### src/rrpc_map.svh
// Purpose: Offsets, reset values and timing counts of the retry and polling controller
// Assumes: Included by the controller and the bench by bare name
// Notes: Definitions only
`ifndef RRPC_MAP_SVH
`define RRPC_MAP_SVH

// ----------------------------------------
// Command codes of the settings
// ----------------------------------------
`define RRPC_OFS_DEST_ADDR 8'h00
`define RRPC_OFS_ADDR_MASK 8'h12
`define RRPC_OFS_RETRY_LIMIT 8'h18
`define RRPC_OFS_RAND_SLOTS 8'h19
`define RRPC_OFS_MISSED_ACK 8'h1B
`define RRPC_OFS_OWN_ADDR 8'h2A
`define RRPC_OFS_RADIO_ROLE 8'h31
`define RRPC_OFS_REPEAT_COUNT 8'h3D
`define RRPC_OFS_POLL_INTERVAL 8'h40
`define RRPC_OFS_FIRST_POLLED 8'h41
`define RRPC_OFS_LAST_POLLED 8'h42

// ----------------------------------------
// Reset values
// ----------------------------------------
`define RRPC_RST_DEST_ADDR 16'h0000
`define RRPC_RST_ADDR_MASK 16'hFFFF
`define RRPC_RST_RETRY_LIMIT 8'h0A
`define RRPC_RST_RAND_SLOTS 8'h00
`define RRPC_RST_MISSED_ACK 16'h0000
`define RRPC_RST_OWN_ADDR 16'hFFFF
`define RRPC_RST_RADIO_ROLE 3'h0
`define RRPC_RST_REPEAT_COUNT 8'h00
`define RRPC_RST_POLL_INTERVAL 16'h0040
`define RRPC_RST_FIRST_POLLED 16'h0000
`define RRPC_RST_LAST_POLLED 16'h0003
`define RRPC_BCAST_ADDR 16'hFFFF

// ----------------------------------------
// Timing
// ----------------------------------------
`define RRPC_CLK_PERIOD_NS 100
`define RRPC_MS_NS 1000000
`define RRPC_MS_CYCLES (`RRPC_MS_NS / `RRPC_CLK_PERIOD_NS)
`define RRPC_REMOTE_HOLD_SCALE 20'h0000A
`define RRPC_ACK_WAIT_MS 16'h0014
`define RRPC_SLOT_MS 16'h0002

`endif

### src/rrpc_pkg.sv
// Purpose: Types shared by the retry and polling controller
// Assumes: rrpc_map.svh holds the numbers
// Notes: Packet identifier and radio request travel as packed structs
package rrpc_pkg;

   // ----------------------------------------
   // Radio roles
   // ----------------------------------------
   typedef enum logic [2:0] {
      ROLE_NORMAL = 3'b000,
      ROLE_POLL_BASE = 3'b011,
      ROLE_POLL_REMOTE = 3'b100,
      ROLE_REPEATER = 3'b101,
      ROLE_REPEATER_END = 3'b110
   } rrpc_role_t;

   // ----------------------------------------
   // Transmit sequencer states
   // ----------------------------------------
   typedef enum logic [2:0] {
      ST_IDLE = 3'b000,
      ST_SEND = 3'b001,
      ST_ACK_WAIT = 3'b010,
      ST_BACKOFF = 3'b011,
      ST_POLL = 3'b100
   } rrpc_state_t;

   // Packet identifier: sender address and running number
   typedef struct packed {
      logic [15:0] src;
      logic [7:0] seq;
   } rrpc_id_t;

   // One radio transmission request
   typedef struct packed {
      logic init;
      logic poll;
      logic [15:0] dest;
      rrpc_id_t id;
   } rrpc_tx_t;

endpackage
### src/rrpc_ctrl.sv
// Purpose: Repeat, acknowledge-retry and polling control of a packet radio modem
// Assumes: Address filter and framer sit outside; all inputs are on CLK
// Notes: Settings are reached by command code over the command port
`timescale 1ns/10ps
`include "rrpc_map.svh"

module rrpc_ctrl #(
   parameter int MS_CYCLES = `RRPC_MS_CYCLES,
   parameter int DUP_DEPTH = 4
) (
   input wire logic CLK,
   input wire logic RST,
   input wire logic CMD_VALID,
   input wire logic CMD_WRITE,
   input wire logic [7:0] CMD_CODE,
   input wire logic [15:0] CMD_WDATA,
   output logic RSP_VALID,
   output logic RSP_ERR,
   output logic [15:0] RSP_DATA,
   input wire logic HOST_PKT_VALID,
   output logic HOST_PKT_TAKE,
   output logic HOST_PKT_ACKED,
   output logic RADIO_TX_REQ,
   output rrpc_pkg::rrpc_tx_t RADIO_TX,
   input wire logic RADIO_TX_DONE,
   input wire logic RADIO_ACK_VALID,
   input wire rrpc_pkg::rrpc_id_t RADIO_ACK_ID,
   input wire logic RX_PKT_VALID,
   input wire rrpc_pkg::rrpc_id_t RX_PKT_ID,
   input wire logic RX_POLL_VALID,
   output logic HOST_DELIVER,
   output logic RX_DUP_DROP,
   output logic LED_TX,
   output logic LED_RX
);
   import rrpc_pkg::*;

   // ----------------------------------------
   // Parameter checks
   // ----------------------------------------
   if (MS_CYCLES < 2 || DUP_DEPTH < 1 || DUP_DEPTH > 256) begin : g_bad_param
      $error("rrpc_ctrl: MS_CYCLES or DUP_DEPTH out of range");
   end

   localparam int MSW = $clog2(MS_CYCLES);
   localparam int DPW = (DUP_DEPTH > 1) ? $clog2(DUP_DEPTH) : 1;

   // ----------------------------------------
   // Settings and command port
   // ----------------------------------------
   logic [15:0] dest_q, dest_d; // destination_address
   logic [15:0] mask_q, mask_d; // address_mask, kept for the filter
   logic [7:0] retry_q, retry_d; // ack_retry_limit
   logic [7:0] slots_q, slots_d; // random_delay_slots
   logic [15:0] missed_q, missed_d; // missed_ack_count
   logic [15:0] own_q, own_d; // own_address
   logic [2:0] role_q, role_d; // radio_role
   logic [7:0] repeat_q, repeat_d; // repeat_transmit_count
   logic [15:0] pint_q, pint_d; // poll_interval
   logic [15:0] pfirst_q, pfirst_d; // first_polled_address
   logic [15:0] plast_q, plast_d; // last_polled_address
   logic rsp_valid_q, rsp_valid_d; // Answer strobe
   logic rsp_err_q, rsp_err_d; // Unknown code or refused role value
   logic [15:0] rsp_data_q, rsp_data_d; // Read data
   logic miss_evt; // Acknowledgement wait expired

   // Decode reads, writes and the missed count update
   always_comb begin
      dest_d = dest_q;
      mask_d = mask_q;
      retry_d = retry_q;
      slots_d = slots_q;
      missed_d = missed_q;
      own_d = own_q;
      role_d = role_q;
      repeat_d = repeat_q;
      pint_d = pint_q;
      pfirst_d = pfirst_q;
      plast_d = plast_q;
      rsp_valid_d = CMD_VALID;
      rsp_err_d = 1'b0;
      rsp_data_d = 16'h0000;
      if (CMD_VALID) begin
         case (CMD_CODE)
            `RRPC_OFS_DEST_ADDR: begin
               rsp_data_d = dest_q;
               if (CMD_WRITE) dest_d = CMD_WDATA;
            end
            `RRPC_OFS_ADDR_MASK: begin
               rsp_data_d = mask_q;
               if (CMD_WRITE) mask_d = CMD_WDATA;
            end
            `RRPC_OFS_RETRY_LIMIT: begin
               rsp_data_d = {8'h00, retry_q};
               if (CMD_WRITE) retry_d = CMD_WDATA[7:0];
            end
            `RRPC_OFS_RAND_SLOTS: begin
               rsp_data_d = {8'h00, slots_q};
               if (CMD_WRITE) slots_d = CMD_WDATA[7:0];
            end
            `RRPC_OFS_MISSED_ACK: begin
               rsp_data_d = missed_q;
               if (CMD_WRITE) missed_d = CMD_WDATA;
            end
            `RRPC_OFS_OWN_ADDR: begin
               rsp_data_d = own_q;
               if (CMD_WRITE) own_d = CMD_WDATA;
            end
            `RRPC_OFS_RADIO_ROLE: begin
               rsp_data_d = {13'h0000, role_q};
               if (CMD_WRITE) begin
                  case (CMD_WDATA)
                     16'h0000, 16'h0003, 16'h0004, 16'h0005, 16'h0006: role_d = CMD_WDATA[2:0];
                     // Refused value answers with zero data
                     default: begin
                        rsp_err_d = 1'b1;
                        rsp_data_d = 16'h0000;
                     end
                  endcase
               end
            end
            `RRPC_OFS_REPEAT_COUNT: begin
               rsp_data_d = {8'h00, repeat_q};
               if (CMD_WRITE) repeat_d = CMD_WDATA[7:0];
            end
            `RRPC_OFS_POLL_INTERVAL: begin
               rsp_data_d = pint_q;
               if (CMD_WRITE) pint_d = CMD_WDATA;
            end
            `RRPC_OFS_FIRST_POLLED: begin
               rsp_data_d = pfirst_q;
               if (CMD_WRITE) pfirst_d = CMD_WDATA;
            end
            `RRPC_OFS_LAST_POLLED: begin
               rsp_data_d = plast_q;
               if (CMD_WRITE) plast_d = CMD_WDATA;
            end
            default: rsp_err_d = 1'b1;
         endcase
      end
      // count misses, saturate; the event wins over a host write
      if (miss_evt) begin
         missed_d = (missed_q == 16'hFFFF) ? missed_q : missed_q + 16'h0001;
      end
   end

   // Register settings
   always_ff @(posedge CLK) begin
      if (RST) begin
         dest_q <= `RRPC_RST_DEST_ADDR;
         mask_q <= `RRPC_RST_ADDR_MASK;
         retry_q <= `RRPC_RST_RETRY_LIMIT;
         slots_q <= `RRPC_RST_RAND_SLOTS;
         missed_q <= `RRPC_RST_MISSED_ACK;
         own_q <= `RRPC_RST_OWN_ADDR;
         role_q <= `RRPC_RST_RADIO_ROLE;
         repeat_q <= `RRPC_RST_REPEAT_COUNT;
         pint_q <= `RRPC_RST_POLL_INTERVAL;
         pfirst_q <= `RRPC_RST_FIRST_POLLED;
         plast_q <= `RRPC_RST_LAST_POLLED;
         rsp_valid_q <= 1'b0;
         rsp_err_q <= 1'b0;
         rsp_data_q <= 16'h0000;
      end else begin
         dest_q <= dest_d;
         mask_q <= mask_d;
         retry_q <= retry_d;
         slots_q <= slots_d;
         missed_q <= missed_d;
         own_q <= own_d;
         role_q <= role_d;
         repeat_q <= repeat_d;
         pint_q <= pint_d;
         pfirst_q <= pfirst_d;
         plast_q <= plast_d;
         rsp_valid_q <= rsp_valid_d;
         rsp_err_q <= rsp_err_d;
         rsp_data_q <= rsp_data_d;
      end
   end

   // ----------------------------------------
   // Receive side: duplicate filter
   // ----------------------------------------
   rrpc_id_t dup_id_q [DUP_DEPTH]; // Identifiers seen
   logic [DUP_DEPTH-1:0] dup_vld_q; // Entry valid
   logic [DUP_DEPTH-1:0] dup_hit; // Match per entry
   logic [DPW-1:0] dup_ptr_q, dup_ptr_d; // Replace pointer
   logic deliver_d, drop_d; // Receive outcome

   for (genvar i = 0; i < DUP_DEPTH; i++) begin : g_dup
      assign dup_hit[i] = dup_vld_q[i] && (dup_id_q[i] == RX_PKT_ID);
      always_ff @(posedge CLK) begin
         if (RST) begin
            dup_vld_q[i] <= 1'b0;
            dup_id_q[i] <= '0;
         end else if (deliver_d && dup_ptr_q == DPW'(i)) begin
            dup_vld_q[i] <= 1'b1;
            dup_id_q[i] <= RX_PKT_ID;
         end
      end
   end

   always_comb begin
      deliver_d = RX_PKT_VALID && (dup_hit == '0);
      drop_d = RX_PKT_VALID && (dup_hit != '0);
      dup_ptr_d = dup_ptr_q;
      if (deliver_d) begin
         dup_ptr_d = (dup_ptr_q == DPW'(DUP_DEPTH - 1)) ? '0 : dup_ptr_q + 1'b1;
      end
   end

   // ----------------------------------------
   // Millisecond tick and random source
   // ----------------------------------------
   logic [MSW-1:0] ms_cnt_q, ms_cnt_d; // Prescaler
   logic ms_tick; // One cycle per millisecond
   logic [7:0] rnd; // Random byte

   always_comb begin
      ms_tick = (ms_cnt_q == MSW'(MS_CYCLES - 1));
      ms_cnt_d = ms_tick ? '0 : ms_cnt_q + 1'b1;
   end

   rrpc_lfsr u_lfsr (
      .CLK(CLK),
      .RST(RST),
      .RAND(rnd)
   );

   // ----------------------------------------
   // Transmit sequencer
   // ----------------------------------------
   rrpc_state_t st_q, st_d; // Sequencer state
   logic [7:0] copies_q, copies_d; // Copies still to send
   logic [8:0] tries_q, tries_d; // Sends made under acknowledgement
   logic ackm_q, ackm_d; // Acknowledgement mode latched
   logic [7:0] seq_q, seq_d; // Running number
   logic [15:0] tmr_q, tmr_d; // Millisecond timer of the sequence
   logic [15:0] ptmr_q, ptmr_d; // Poll gap timer
   logic [15:0] paddr_q, paddr_d; // Next remote to poll
   logic polled_q, polled_d; // Remote has been polled
   logic [19:0] hold_q, hold_d; // Remote hold time left
   logic hrun_q, hrun_d; // Hold timer running
   logic req_q, req_d; // Radio request strobe
   rrpc_tx_t tx_q, tx_d; // Radio request fields
   logic take_q, take_d, acked_q, acked_d; // Host packet finished
   logic ledtx_q, ledtx_d, ledrx_q, ledrx_d; // Indicators
   logic ack_ok; // Acknowledgement allowed for a new packet
   logic ack_match; // Acknowledgement for current packet

   always_comb begin
      ack_ok = (repeat_q == 8'h00) && (retry_q != 8'h00) && (dest_q != `RRPC_BCAST_ADDR)
         && (role_q != ROLE_REPEATER) && (role_q != ROLE_REPEATER_END);
      ack_match = RADIO_ACK_VALID && (RADIO_ACK_ID == tx_q.id);
      st_d = st_q;
      copies_d = copies_q;
      tries_d = tries_q;
      ackm_d = ackm_q;
      seq_d = seq_q;
      tmr_d = (ms_tick && tmr_q != 16'h0000) ? tmr_q - 16'h0001 : tmr_q;
      ptmr_d = (ms_tick && ptmr_q != 16'h0000) ? ptmr_q - 16'h0001 : ptmr_q;
      paddr_d = paddr_q;
      // remember a poll; the poll wins over its own clear
      polled_d = polled_q || RX_POLL_VALID;
      hold_d = (ms_tick && hold_q != 20'h00000) ? hold_q - 20'h00001 : hold_q;
      hrun_d = hrun_q;
      req_d = 1'b0;
      tx_d = tx_q;
      take_d = 1'b0;
      acked_d = 1'b0;
      miss_evt = 1'b0;
      ledtx_d = (st_q == ST_SEND);
      // receive and poll traffic on the receive indicator
      ledrx_d = RX_PKT_VALID || RX_POLL_VALID || (st_q == ST_POLL);
      // remote starts the hold time when data appears
      if (role_q == ROLE_POLL_REMOTE && HOST_PKT_VALID && !take_q && !hrun_q) begin
         hrun_d = 1'b1;
         hold_d = 20'(pint_q * `RRPC_REMOTE_HOLD_SCALE) + 20'h00001;
      end
      case (st_q)
         ST_IDLE: begin
            // Host drops valid in the take cycle, so it is ignored then
            if (HOST_PKT_VALID && !take_q && (role_q != ROLE_POLL_REMOTE || polled_q)) begin
               // every role but remote sends at once, remote after poll
               polled_d = RX_POLL_VALID;
               hrun_d = 1'b0;
               // extra copies equal the repeat count
               copies_d = repeat_q;
               ackm_d = ack_ok;
               tries_d = 9'h001;
               seq_d = seq_q + 8'h01;
               tx_d = '{init: 1'b1, poll: 1'b0, dest: dest_q,
                        id: '{src: own_q, seq: seq_q + 8'h01}};
               req_d = 1'b1;
               st_d = ST_SEND;
            end else if (role_q == ROLE_POLL_REMOTE && hrun_q && hold_q == 20'h00000) begin
               hrun_d = 1'b0;
               take_d = 1'b1;
            end else if (role_q == ROLE_POLL_BASE && ptmr_q == 16'h0000
                         && pfirst_q <= plast_q) begin
               // poll next remote of the range
               tx_d = '{init: 1'b1, poll: 1'b1, dest: paddr_q,
                        id: '{src: own_q, seq: seq_q}};
               req_d = 1'b1;
               st_d = ST_POLL;
            end else if (role_q == ROLE_POLL_REMOTE && polled_q && !HOST_PKT_VALID) begin
               // Poll with nothing to send is used up
               polled_d = RX_POLL_VALID;
            end
         end
         ST_SEND: begin
            if (RADIO_TX_DONE) begin
               if (ackm_q) begin
                  tmr_d = `RRPC_ACK_WAIT_MS + 16'h0001;
                  st_d = ST_ACK_WAIT;
               end else if (copies_q != 8'h00) begin
                  // next copy back to back, own initializer
                  copies_d = copies_q - 8'h01;
                  req_d = 1'b1;
               end else begin
                  take_d = 1'b1;
                  st_d = ST_IDLE;
               end
            end
         end
         ST_ACK_WAIT: begin
            if (ack_match) begin
               take_d = 1'b1;
               acked_d = 1'b1;
               st_d = ST_IDLE;
            end else if (tmr_q == 16'h0000) begin
               miss_evt = 1'b1;
               // at most limit plus one sends
               if (tries_q >= {1'b0, retry_q} + 9'h001) begin
                  take_d = 1'b1;
                  st_d = ST_IDLE;
               end else if (slots_q != 8'h00) begin
                  // random number of slots before retry
                  tmr_d = 16'(({8'h00, rnd % slots_q} + 16'h0001) * `RRPC_SLOT_MS) + 16'h0001;
                  st_d = ST_BACKOFF;
               end else begin
                  tries_d = tries_q + 9'h001;
                  req_d = 1'b1;
                  st_d = ST_SEND;
               end
            end
         end
         ST_BACKOFF: begin
            if (tmr_q == 16'h0000) begin
               tries_d = tries_q + 9'h001;
               req_d = 1'b1;
               st_d = ST_SEND;
            end
         end
         ST_POLL: begin
            if (RADIO_TX_DONE) begin
               // gap of the poll interval, ascending wrap
               ptmr_d = pint_q + 16'h0001;
               paddr_d = (paddr_q >= plast_q || paddr_q < pfirst_q) ? pfirst_q
                  : paddr_q + 16'h0001;
               st_d = ST_IDLE;
            end
         end
         default: st_d = ST_IDLE;
      endcase
      if (role_q != ROLE_POLL_BASE) begin
         paddr_d = pfirst_q;
      end
   end

   // Register sequencer and receive state
   always_ff @(posedge CLK) begin
      if (RST) begin
         st_q <= ST_IDLE;
         copies_q <= 8'h00;
         tries_q <= 9'h000;
         ackm_q <= 1'b0;
         seq_q <= 8'h00;
         tmr_q <= 16'h0000;
         ptmr_q <= 16'h0000;
         paddr_q <= `RRPC_RST_FIRST_POLLED;
         polled_q <= 1'b0;
         hold_q <= 20'h00000;
         hrun_q <= 1'b0;
         req_q <= 1'b0;
         tx_q <= '0;
         take_q <= 1'b0;
         acked_q <= 1'b0;
         ledtx_q <= 1'b0;
         ledrx_q <= 1'b0;
         ms_cnt_q <= '0;
         dup_ptr_q <= '0;
      end else begin
         st_q <= st_d;
         copies_q <= copies_d;
         tries_q <= tries_d;
         ackm_q <= ackm_d;
         seq_q <= seq_d;
         tmr_q <= tmr_d;
         ptmr_q <= ptmr_d;
         paddr_q <= paddr_d;
         polled_q <= polled_d;
         hold_q <= hold_d;
         hrun_q <= hrun_d;
         req_q <= req_d;
         tx_q <= tx_d;
         take_q <= take_d;
         acked_q <= acked_d;
         ledtx_q <= ledtx_d;
         ledrx_q <= ledrx_d;
         ms_cnt_q <= ms_cnt_d;
         dup_ptr_q <= dup_ptr_d;
      end
   end

   // Receive outcome strobes
   logic deliver_q, drop_q;
   always_ff @(posedge CLK) begin
      if (RST) begin
         deliver_q <= 1'b0;
         drop_q <= 1'b0;
      end else begin
         deliver_q <= deliver_d;
         drop_q <= drop_d;
      end
   end

   // ----------------------------------------
   // Outputs
   // ----------------------------------------
   assign RSP_VALID = rsp_valid_q;
   assign RSP_ERR = rsp_err_q;
   assign RSP_DATA = rsp_data_q;
   assign HOST_PKT_TAKE = take_q;
   assign HOST_PKT_ACKED = acked_q;
   assign RADIO_TX_REQ = req_q;
   assign RADIO_TX = tx_q;
   assign HOST_DELIVER = deliver_q;
   assign RX_DUP_DROP = drop_q;
   assign LED_TX = ledtx_q;
   assign LED_RX = ledrx_q;

endmodule // rrpc_ctrl

### src/rrpc_lfsr.sv
// Purpose: Pseudo random source for the back-off delay
// Assumes: Free running on CLK
// Notes: 16-bit Galois shift register, never reaches zero
`timescale 1ns/10ps

module rrpc_lfsr #(
   parameter logic [15:0] SEED = 16'hACE1
) (
   input wire logic CLK,
   input wire logic RST,
   output logic [7:0] RAND
);

   logic [15:0] lfsr_q; // Shift register
   logic [15:0] lfsr_d; // Next value

   // Shift with feedback taps 16,14,13,11
   always_comb begin
      lfsr_d = {1'b0, lfsr_q[15:1]};
      if (lfsr_q[0]) begin
         lfsr_d = lfsr_d ^ 16'hB400;
      end
   end

   // Register the state
   always_ff @(posedge CLK) begin
      if (RST) begin
         lfsr_q <= SEED;
      end else begin
         lfsr_q <= lfsr_d;
      end
   end

   assign RAND = lfsr_q[7:0];

endmodule // rrpc_lfsr

### config.mk
export PLATFORM = sky130hd
export DESIGN_NAME = rrpc_ctrl
export DESIGN_NICKNAME = d
export VERILOG_FILES = /design/src/rrpc_pkg.sv /design/src/rrpc_ctrl.sv /design/src/rrpc_lfsr.sv
export VERILOG_INCLUDE_DIRS = /design/src /design/src/src
export SDC_FILE = /design/constraint.sdc
export NUM_CORES = 1
export LEC_CHECK = 0
export ABC_AREA = 1
export BUFFER_PORTS_ARGS = -buffer_cell sky130_fd_sc_hd__clkbuf_2
export CAP_MARGIN = 15
export CORE_MARGIN = 2
export CORE_UTILIZATION = 37
export CTS_CLUSTER_DIAMETER = 50
export CTS_CLUSTER_SIZE = 8
export DETAILED_ROUTE_END_ITERATION = 8
export GPL_TIMING_DRIVEN = 0
export PLACE_DENSITY = 0.6
export SYNTH_ARGS = -nofsm -noshare
export SYNTH_HDL_FRONTEND = slang
export SYNTH_SLANG_ARGS = --single-unit
### constraint.sdc
create_clock -name CLK -period 17.04 [get_ports CLK]
set_input_delay 1.704 -clock CLK [delete_from_list [all_inputs] [get_ports CLK]]
set_output_delay 1.704 -clock CLK [all_outputs]
set_load 0.03 [all_outputs]
==> flow_summary.ini, run 1 <==
[worst_setup_path]
crit_top_cell = nand2_1
crit_required_ns = 17.50
cpLargestDelayFamily = simple AND/OR/NAND/NOR gates
timing.critical_path.buf_inv = 11
r2r-end = tmr_q[7]
r2r_slack_ns = 6.64
worstRegToRegCells = 77
cp_max_fo = 10
crit_path_top_delay_cell = inv_1
slowest_delay_ns = 0.42
startpoint_type = flop
cp-end-kind = flop
rr_startpoint = slots_q[1]
critPathKind = flop to flop
cp.arrival_ns = 10.86

[clock_tree]
cts_hold_buf = 0
cts-root-buf = clkbuf_16
clock_latency_ns = 0.64
cts.sinks = 437
cts_tree = yes
postCtsSetupRepairBufs = 0
cts_buffers = 72
ctsResizeCount = 0
clk_pin_slew_ns = 0.05
ctsHtreeMaxLevel = 3
cts.path.max_buffers = 3

[power]
power_density_mw_per_mm2 = 241
cellLeakagePower_nw = 13.0
peakVddDrop_v = 0.000644

[yosys]
synth_mux_area_frac = 0.000394
synth-seq-cells = 437
synth_adder_area_share = 0.0701
synthSimpleGateAreaFrac = 0.230
syn_area_mm2 = 0.0254
ys_seq_area_frac = 0.382
synth_cells = 3451
ys_warn_count = 0
synth.distinct_cells = 65
synth_compound_area_frac = 0.186
syn_nets = 3673
synth_top_family_by_area = simple AND/OR/NAND/NOR gates
synth-main-ff-cell = dfxtp_1
synth_edf_count = 96
synth.avg_cell_area_um2 = 7.36
synthXorXnorAreaFrac = 0.0462
synth-async-reset-ratio = 0

[global_routing]
grt_pass1_wl_um = 135000
grt_pass1_vias = 22600
grt_max_degree = 26
grt_antenna_before_repair = 0
grt-ovfl-total = 0
groute.usage.overall = 0.248

[final_layout]
final_cell_mix = nand2_1 (604), inv_1 (408), nor2_1 (372), dfxtp_1 (341), o21ai_0 (309)
layout.nets = 3892
diodes = 0
final_common_cell = nand2_1
drive_gt1_frac = 0.0945
fin_util = 0.432
area_delta_synth_final_pct = 16.1

[timing]
rsz0062_at_grt = false
fin_hold_ws_ns = 0.403
slew_headroom = 0.185
finalMaxSlewViolations = 0
hold_viol_final = 0
tightestPinTransition_ns = 1.22
timing.final.crit_share = 0.610
period_needed_ns = 10.40
setup-violations-final = 0
final.setup.tns_ns = 0
clock_skew_ns = 0.0390
max_freq_ghz = 0.0962

[min_path]
worstHoldPathCells = 1
hold_path_end = u_lfsr.lfsr_q[7]
hold_class = flop to flop
min_from = u_lfsr.lfsr_q[8]

[route]
drt-initial-drc-count = 2310
wl_per_cell_um = 19.6
vias = 24700
firstDrtPassIters = 6
wl_um = 89900
via_per_inst = 5.38
postRouteAntennaNets = 0
drc = 0

[run_status]
status = completed

[die]
die_height_um = 266
die_area_mm2 = 0.0707
std_cell_rows = 96
ios = 148
initial_utilization = 0.372
fp.dieW_um = 266
core_mm2 = 0.0682

[placement]
io_buffers = 144
gp_congestion = 1.01
dp_hpwl_um = 69000

[job]
max_cap_viol_count = 0
logic make-up (layout without fill, tap and decap cells):
logic type / count (synthesis) / count (layout)
compound gates: 827 / 827
flops: 437 / 437
mux: 1 / 1
simple gates: 1352 / 1352
xor+xnor: 134 / 134
fa+ha+maj: 141 / 141
buf+inv: 559 / 821
worst max-delay path by stage:
stage | endpoint | cells after the start | start | slack [ns]
global placement | tmr_q[7] | 75 | slots_q[1] | 6.70
global route | tmr_q[8] | 75 | slots_q[1] | 5.19
floorplan | tmr_q[7] | 74 | slots_q[0] | 8.33
finish | tmr_q[7] | 77 | slots_q[1] | 6.64
detailed placement | tmr_q[7] | 75 | slots_q[1] | 6.71
CTS | tmr_q[7] | 77 | slots_q[1] | 6.64
sequential cells by signal, summed over array words and instances (netlist names), 9 cells and up:
| name | cells |
|---|---|
| ptmr_q | 16 |
| u_lfsr.lfsr_q | 16 |
| plast_q | 16 |
| hold_q | 20 |
| own_q | 16 |
| RADIO_TX | 42 |
| missed_q | 16 |
| tmr_q | 16 |
| dup_id_q | 96 |
| pfirst_q | 16 |
| paddr_q | 16 |
| RSP_DATA | 16 |
| tries_q | 9 |
| ms_cnt_q | 14 |
| mask_q | 16 |
| pint_q | 16 |
| dest_q | 16 |
metal layers:
| metal | wire (µm) | vias up | track usage |
|---|---|---|---|
| li1 | - | 12100 | - |
| met1 | 39600 | 11400 | 0.339 |
| met4 | 3260 | 0 | 0.0951 |
| met2 | 39700 | 1000 | 0.392 |
| met5 | 0 | - | 0 |
| met3 | 7370 | 182 | 0.0399 |
per-stage QoR:
step                      total power, W  instances  area [µm²]  setup WS (ns)
after global routing             0.00787       4595       29500           5.19
after global placement           0.00569       4477       27200           6.70
final                            0.00709       4595       29500           6.64
after CTS                        0.00710       4594       29400           6.64
after detailed placement         0.00572       4477       27200           6.71
after floorplan                  0.00483       3451       25400           8.33
worst reg2reg max path, delay by kind of cell (launching register included):
family / cells / cell delay (ns)
xor gates and xnor gates: 2 / 0.28
AOI/OAI and AO/OA: 7 / 1.19
adders and majority gates: 8 / 2.34
DFF: 1 / 0.33
and+or+nand+nor: 49 / 5.06
buffers and inverters: 11 / 1.00
power by group:
group / switching [W] / internal, W / total, W
Sequential: 0.0000443 / 0.00111 / 0.00116
Clock: 0.000538 / 0.000838 / 0.00138
Combinational: 0.00288 / 0.00169 / 0.00456
Total: 0.00346 / 0.00364 / 0.00709
layout make-up:
cell class / instances / area, µm²
plain buffers: 126 / 519
clock buffers: 99 / 1960
clock inverters: 18 / 260
fillers: 7033 / 38800
inverters: 433 / 1630
multi-input cells: 2455 / 13500
flip-flops and latches: 437 / 9710
well taps: 882 / 1100
repair buffers: 145 / 748
cells in the mapped netlist (46+ instances only):
library cell / count / area, µm²
nand2_1: 604 / 2270
inv_1: 408 / 1530
nor2_1: 372 / 1400
dfxtp_1: 341 / 6830
o21ai_0: 309 / 1550
a21oi_1: 269 / 1350
nand3_1: 161 / 806
ha_1: 139 / 1740
edfxtp_1: 96 / 2880
xor2_1: 95 / 832
clkbuf_1: 93 / 349
nor3_1: 58 / 290
o22ai_1: 49 / 307
a31oi_1: 46 / 288
Power figures use the tool's default switching activity.
==> inputs of run 2 (changes only) <==
PLACE_DENSITY = 0.62   (was 0.6)
clock period = 9.2 ns   (was 17.04 ns; I/O delays follow)
==> flow_summary.ini, run 2 (same netlist as run 1, synthesis figures left out) <==
[global_routing]
grt-ovfl-total = 0
groute.usage.overall = 0.247
grt_pass1_wl_um = 135000
grt_max_degree = 26
grt_antenna_before_repair = 1
grt_pass1_vias = 23200

[route]
drt-initial-drc-count = 2274
postRouteAntennaNets = 0
vias = 25400
firstDrtPassIters = 6
drc = 0
wl_per_cell_um = 19.6
wl_um = 91300
via_per_inst = 5.47

[die]
ios = 148
die_height_um = 266
std_cell_rows = 96
fp.dieW_um = 266
initial_utilization = 0.372
die_area_mm2 = 0.0707
core_mm2 = 0.0682

[final_layout]
drive_gt1_frac = 0.156
final_common_cell = nand2_1
largest_register = dup_id_q
fill_cells = 6825
largest_reg_flops = 96
multi_input_area_mm2 = 0.0146
layout.nets = 3952
post-route-cell-area_mm2 = 0.0309
final-seq-area_mm2 = 0.00972
diodes = 0
final_cell_mix = nand2_1 (535), inv_1 (388), nor2_1 (362), dfxtp_1 (337), o21ai_0 (304)
area_delta_synth_final_pct = 21.7

[placement]
placed_cell_area_mm2 = 0.0272
dp_hpwl_um = 67800
gp_congestion = 0.989
io_buffers = 144

[timing]
max_freq_ghz = 0.109
rsz0062_at_grt = true
slew_headroom = 0.173
tightestPinTransition_ns = 1.22
clock_skew_ns = 0.0244
hold_viol_final = 0
fin_hold_ws_ns = 0.411
setup-violations-final = 0
timing.final.crit_share = 0.997
period_needed_ns = 9.18
finalMaxSlewViolations = 0
final.setup.tns_ns = 0

[min_path]
min_from = u_lfsr.lfsr_q[15]
hold_path_end = u_lfsr.lfsr_q[14]
hold_class = flop to flop
worstHoldPathCells = 2

[worst_setup_path]
startpoint_type = flop
crit_top_cell = buf_4
cp_max_fo = 7
r2r-end = tmr_q[8]
slowest_delay_ns = 0.36
critPathKind = flop to flop
timing.critical_path.buf_inv = 21
rr_startpoint = slots_q[0]
r2r_slack_ns = 0.02
worstRegToRegCells = 73
cpLargestDelayFamily = simple AND/OR/NAND/NOR gates
cp-end-kind = flop
crit_path_top_delay_cell = dfxtp_4
cp.arrival_ns = 9.62
crit_required_ns = 9.65

[clock_tree]
cts.path.max_buffers = 3
cts_tree = yes
clock_latency_ns = 0.60
cts-root-buf = clkbuf_16
cts_hold_buf = 0
cts_buffers = 69
cts.sinks = 437
clk_pin_slew_ns = 0.05
ctsHtreeMaxLevel = 3

[run_status]
status = completed

[job]
max_cap_viol_count = 0
==> run 2: changes by cell type in the layout (fill, tap and decap cells not counted), sizes merged <==
cell / before / now
clkbuf: 336 / 333
clkinv: 21 / 14
buf: 34 / 96
nand3: 164 / 165
clkinvlp: 1 / 5
inv: 427 / 424
==> run 2: layout make-up <==
cell class / count / area share
multi-input cells: 2456 / 0.474
flip-flops and latches: 437 / 0.315
clock buffers: 96 / 0.0615
inverters: 433 / 0.0541
repair buffers: 207 / 0.0392
well taps: 882 / 0.0357
plain buffers: 126 / 0.0169
clock inverters: 12 / 0.00449
==> run 2: tightest hold or removal path: cells and delay by family (launching register included) <==
family	cells	cell delay, ns
AND/OR/NAND/NOR	1	0.03
flip-flops	1	0.29
buffers and inverters	1	0.04
==> run 2: per-layer routing <==
layer  vias to the layer above  track usage  wire (µm)
met1                     11800        0.335      39300
met2                      1122        0.387      40400
met3                       215       0.0484       8250
met5                         -            0          0
met4                         0       0.0916       3450
li1                      12200            -          -
==> run 2: per-stage QoR <==
step	util	std cells	setup WS, ns
2_1_floorplan	-	3451	0.494
3_3_place_gp	0.399	4477	-1.14
3_5_place_dp	0.399	4477	-1.15
4_1_cts	0.437	4614	0.00407
5_1_grt	0.453	4649	-0.349
6_report	0.453	4649	0.0247
==> run 2: repair_timing <==
item                                    in CTS  in global routing
endpoints found under the hold margin        0                  0
pin swaps                                   14                 74
endpoints found under the setup margin       9                  9
setup buffers                               28                 35
gates cloned                                 1                  0
resized for setup                           71                193
==> run 2: worst max path at each step <==
stage / to / startpoint / depth (start not counted)
global route: tmr_q[8] / slots_q[0] / 73
global placement: tmr_q[7] / slots_q[1] / 75
finish: tmr_q[8] / slots_q[0] / 73
detailed placement: tmr_q[7] / slots_q[1] / 76
CTS: tmr_q[7] / slots_q[0] / 74
floorplan: tmr_q[7] / slots_q[0] / 74
Power of run 2 is left out: the tool's default activity adds up to more than one toggle a clock period on the data nets, which glitch-free logic cannot reach.
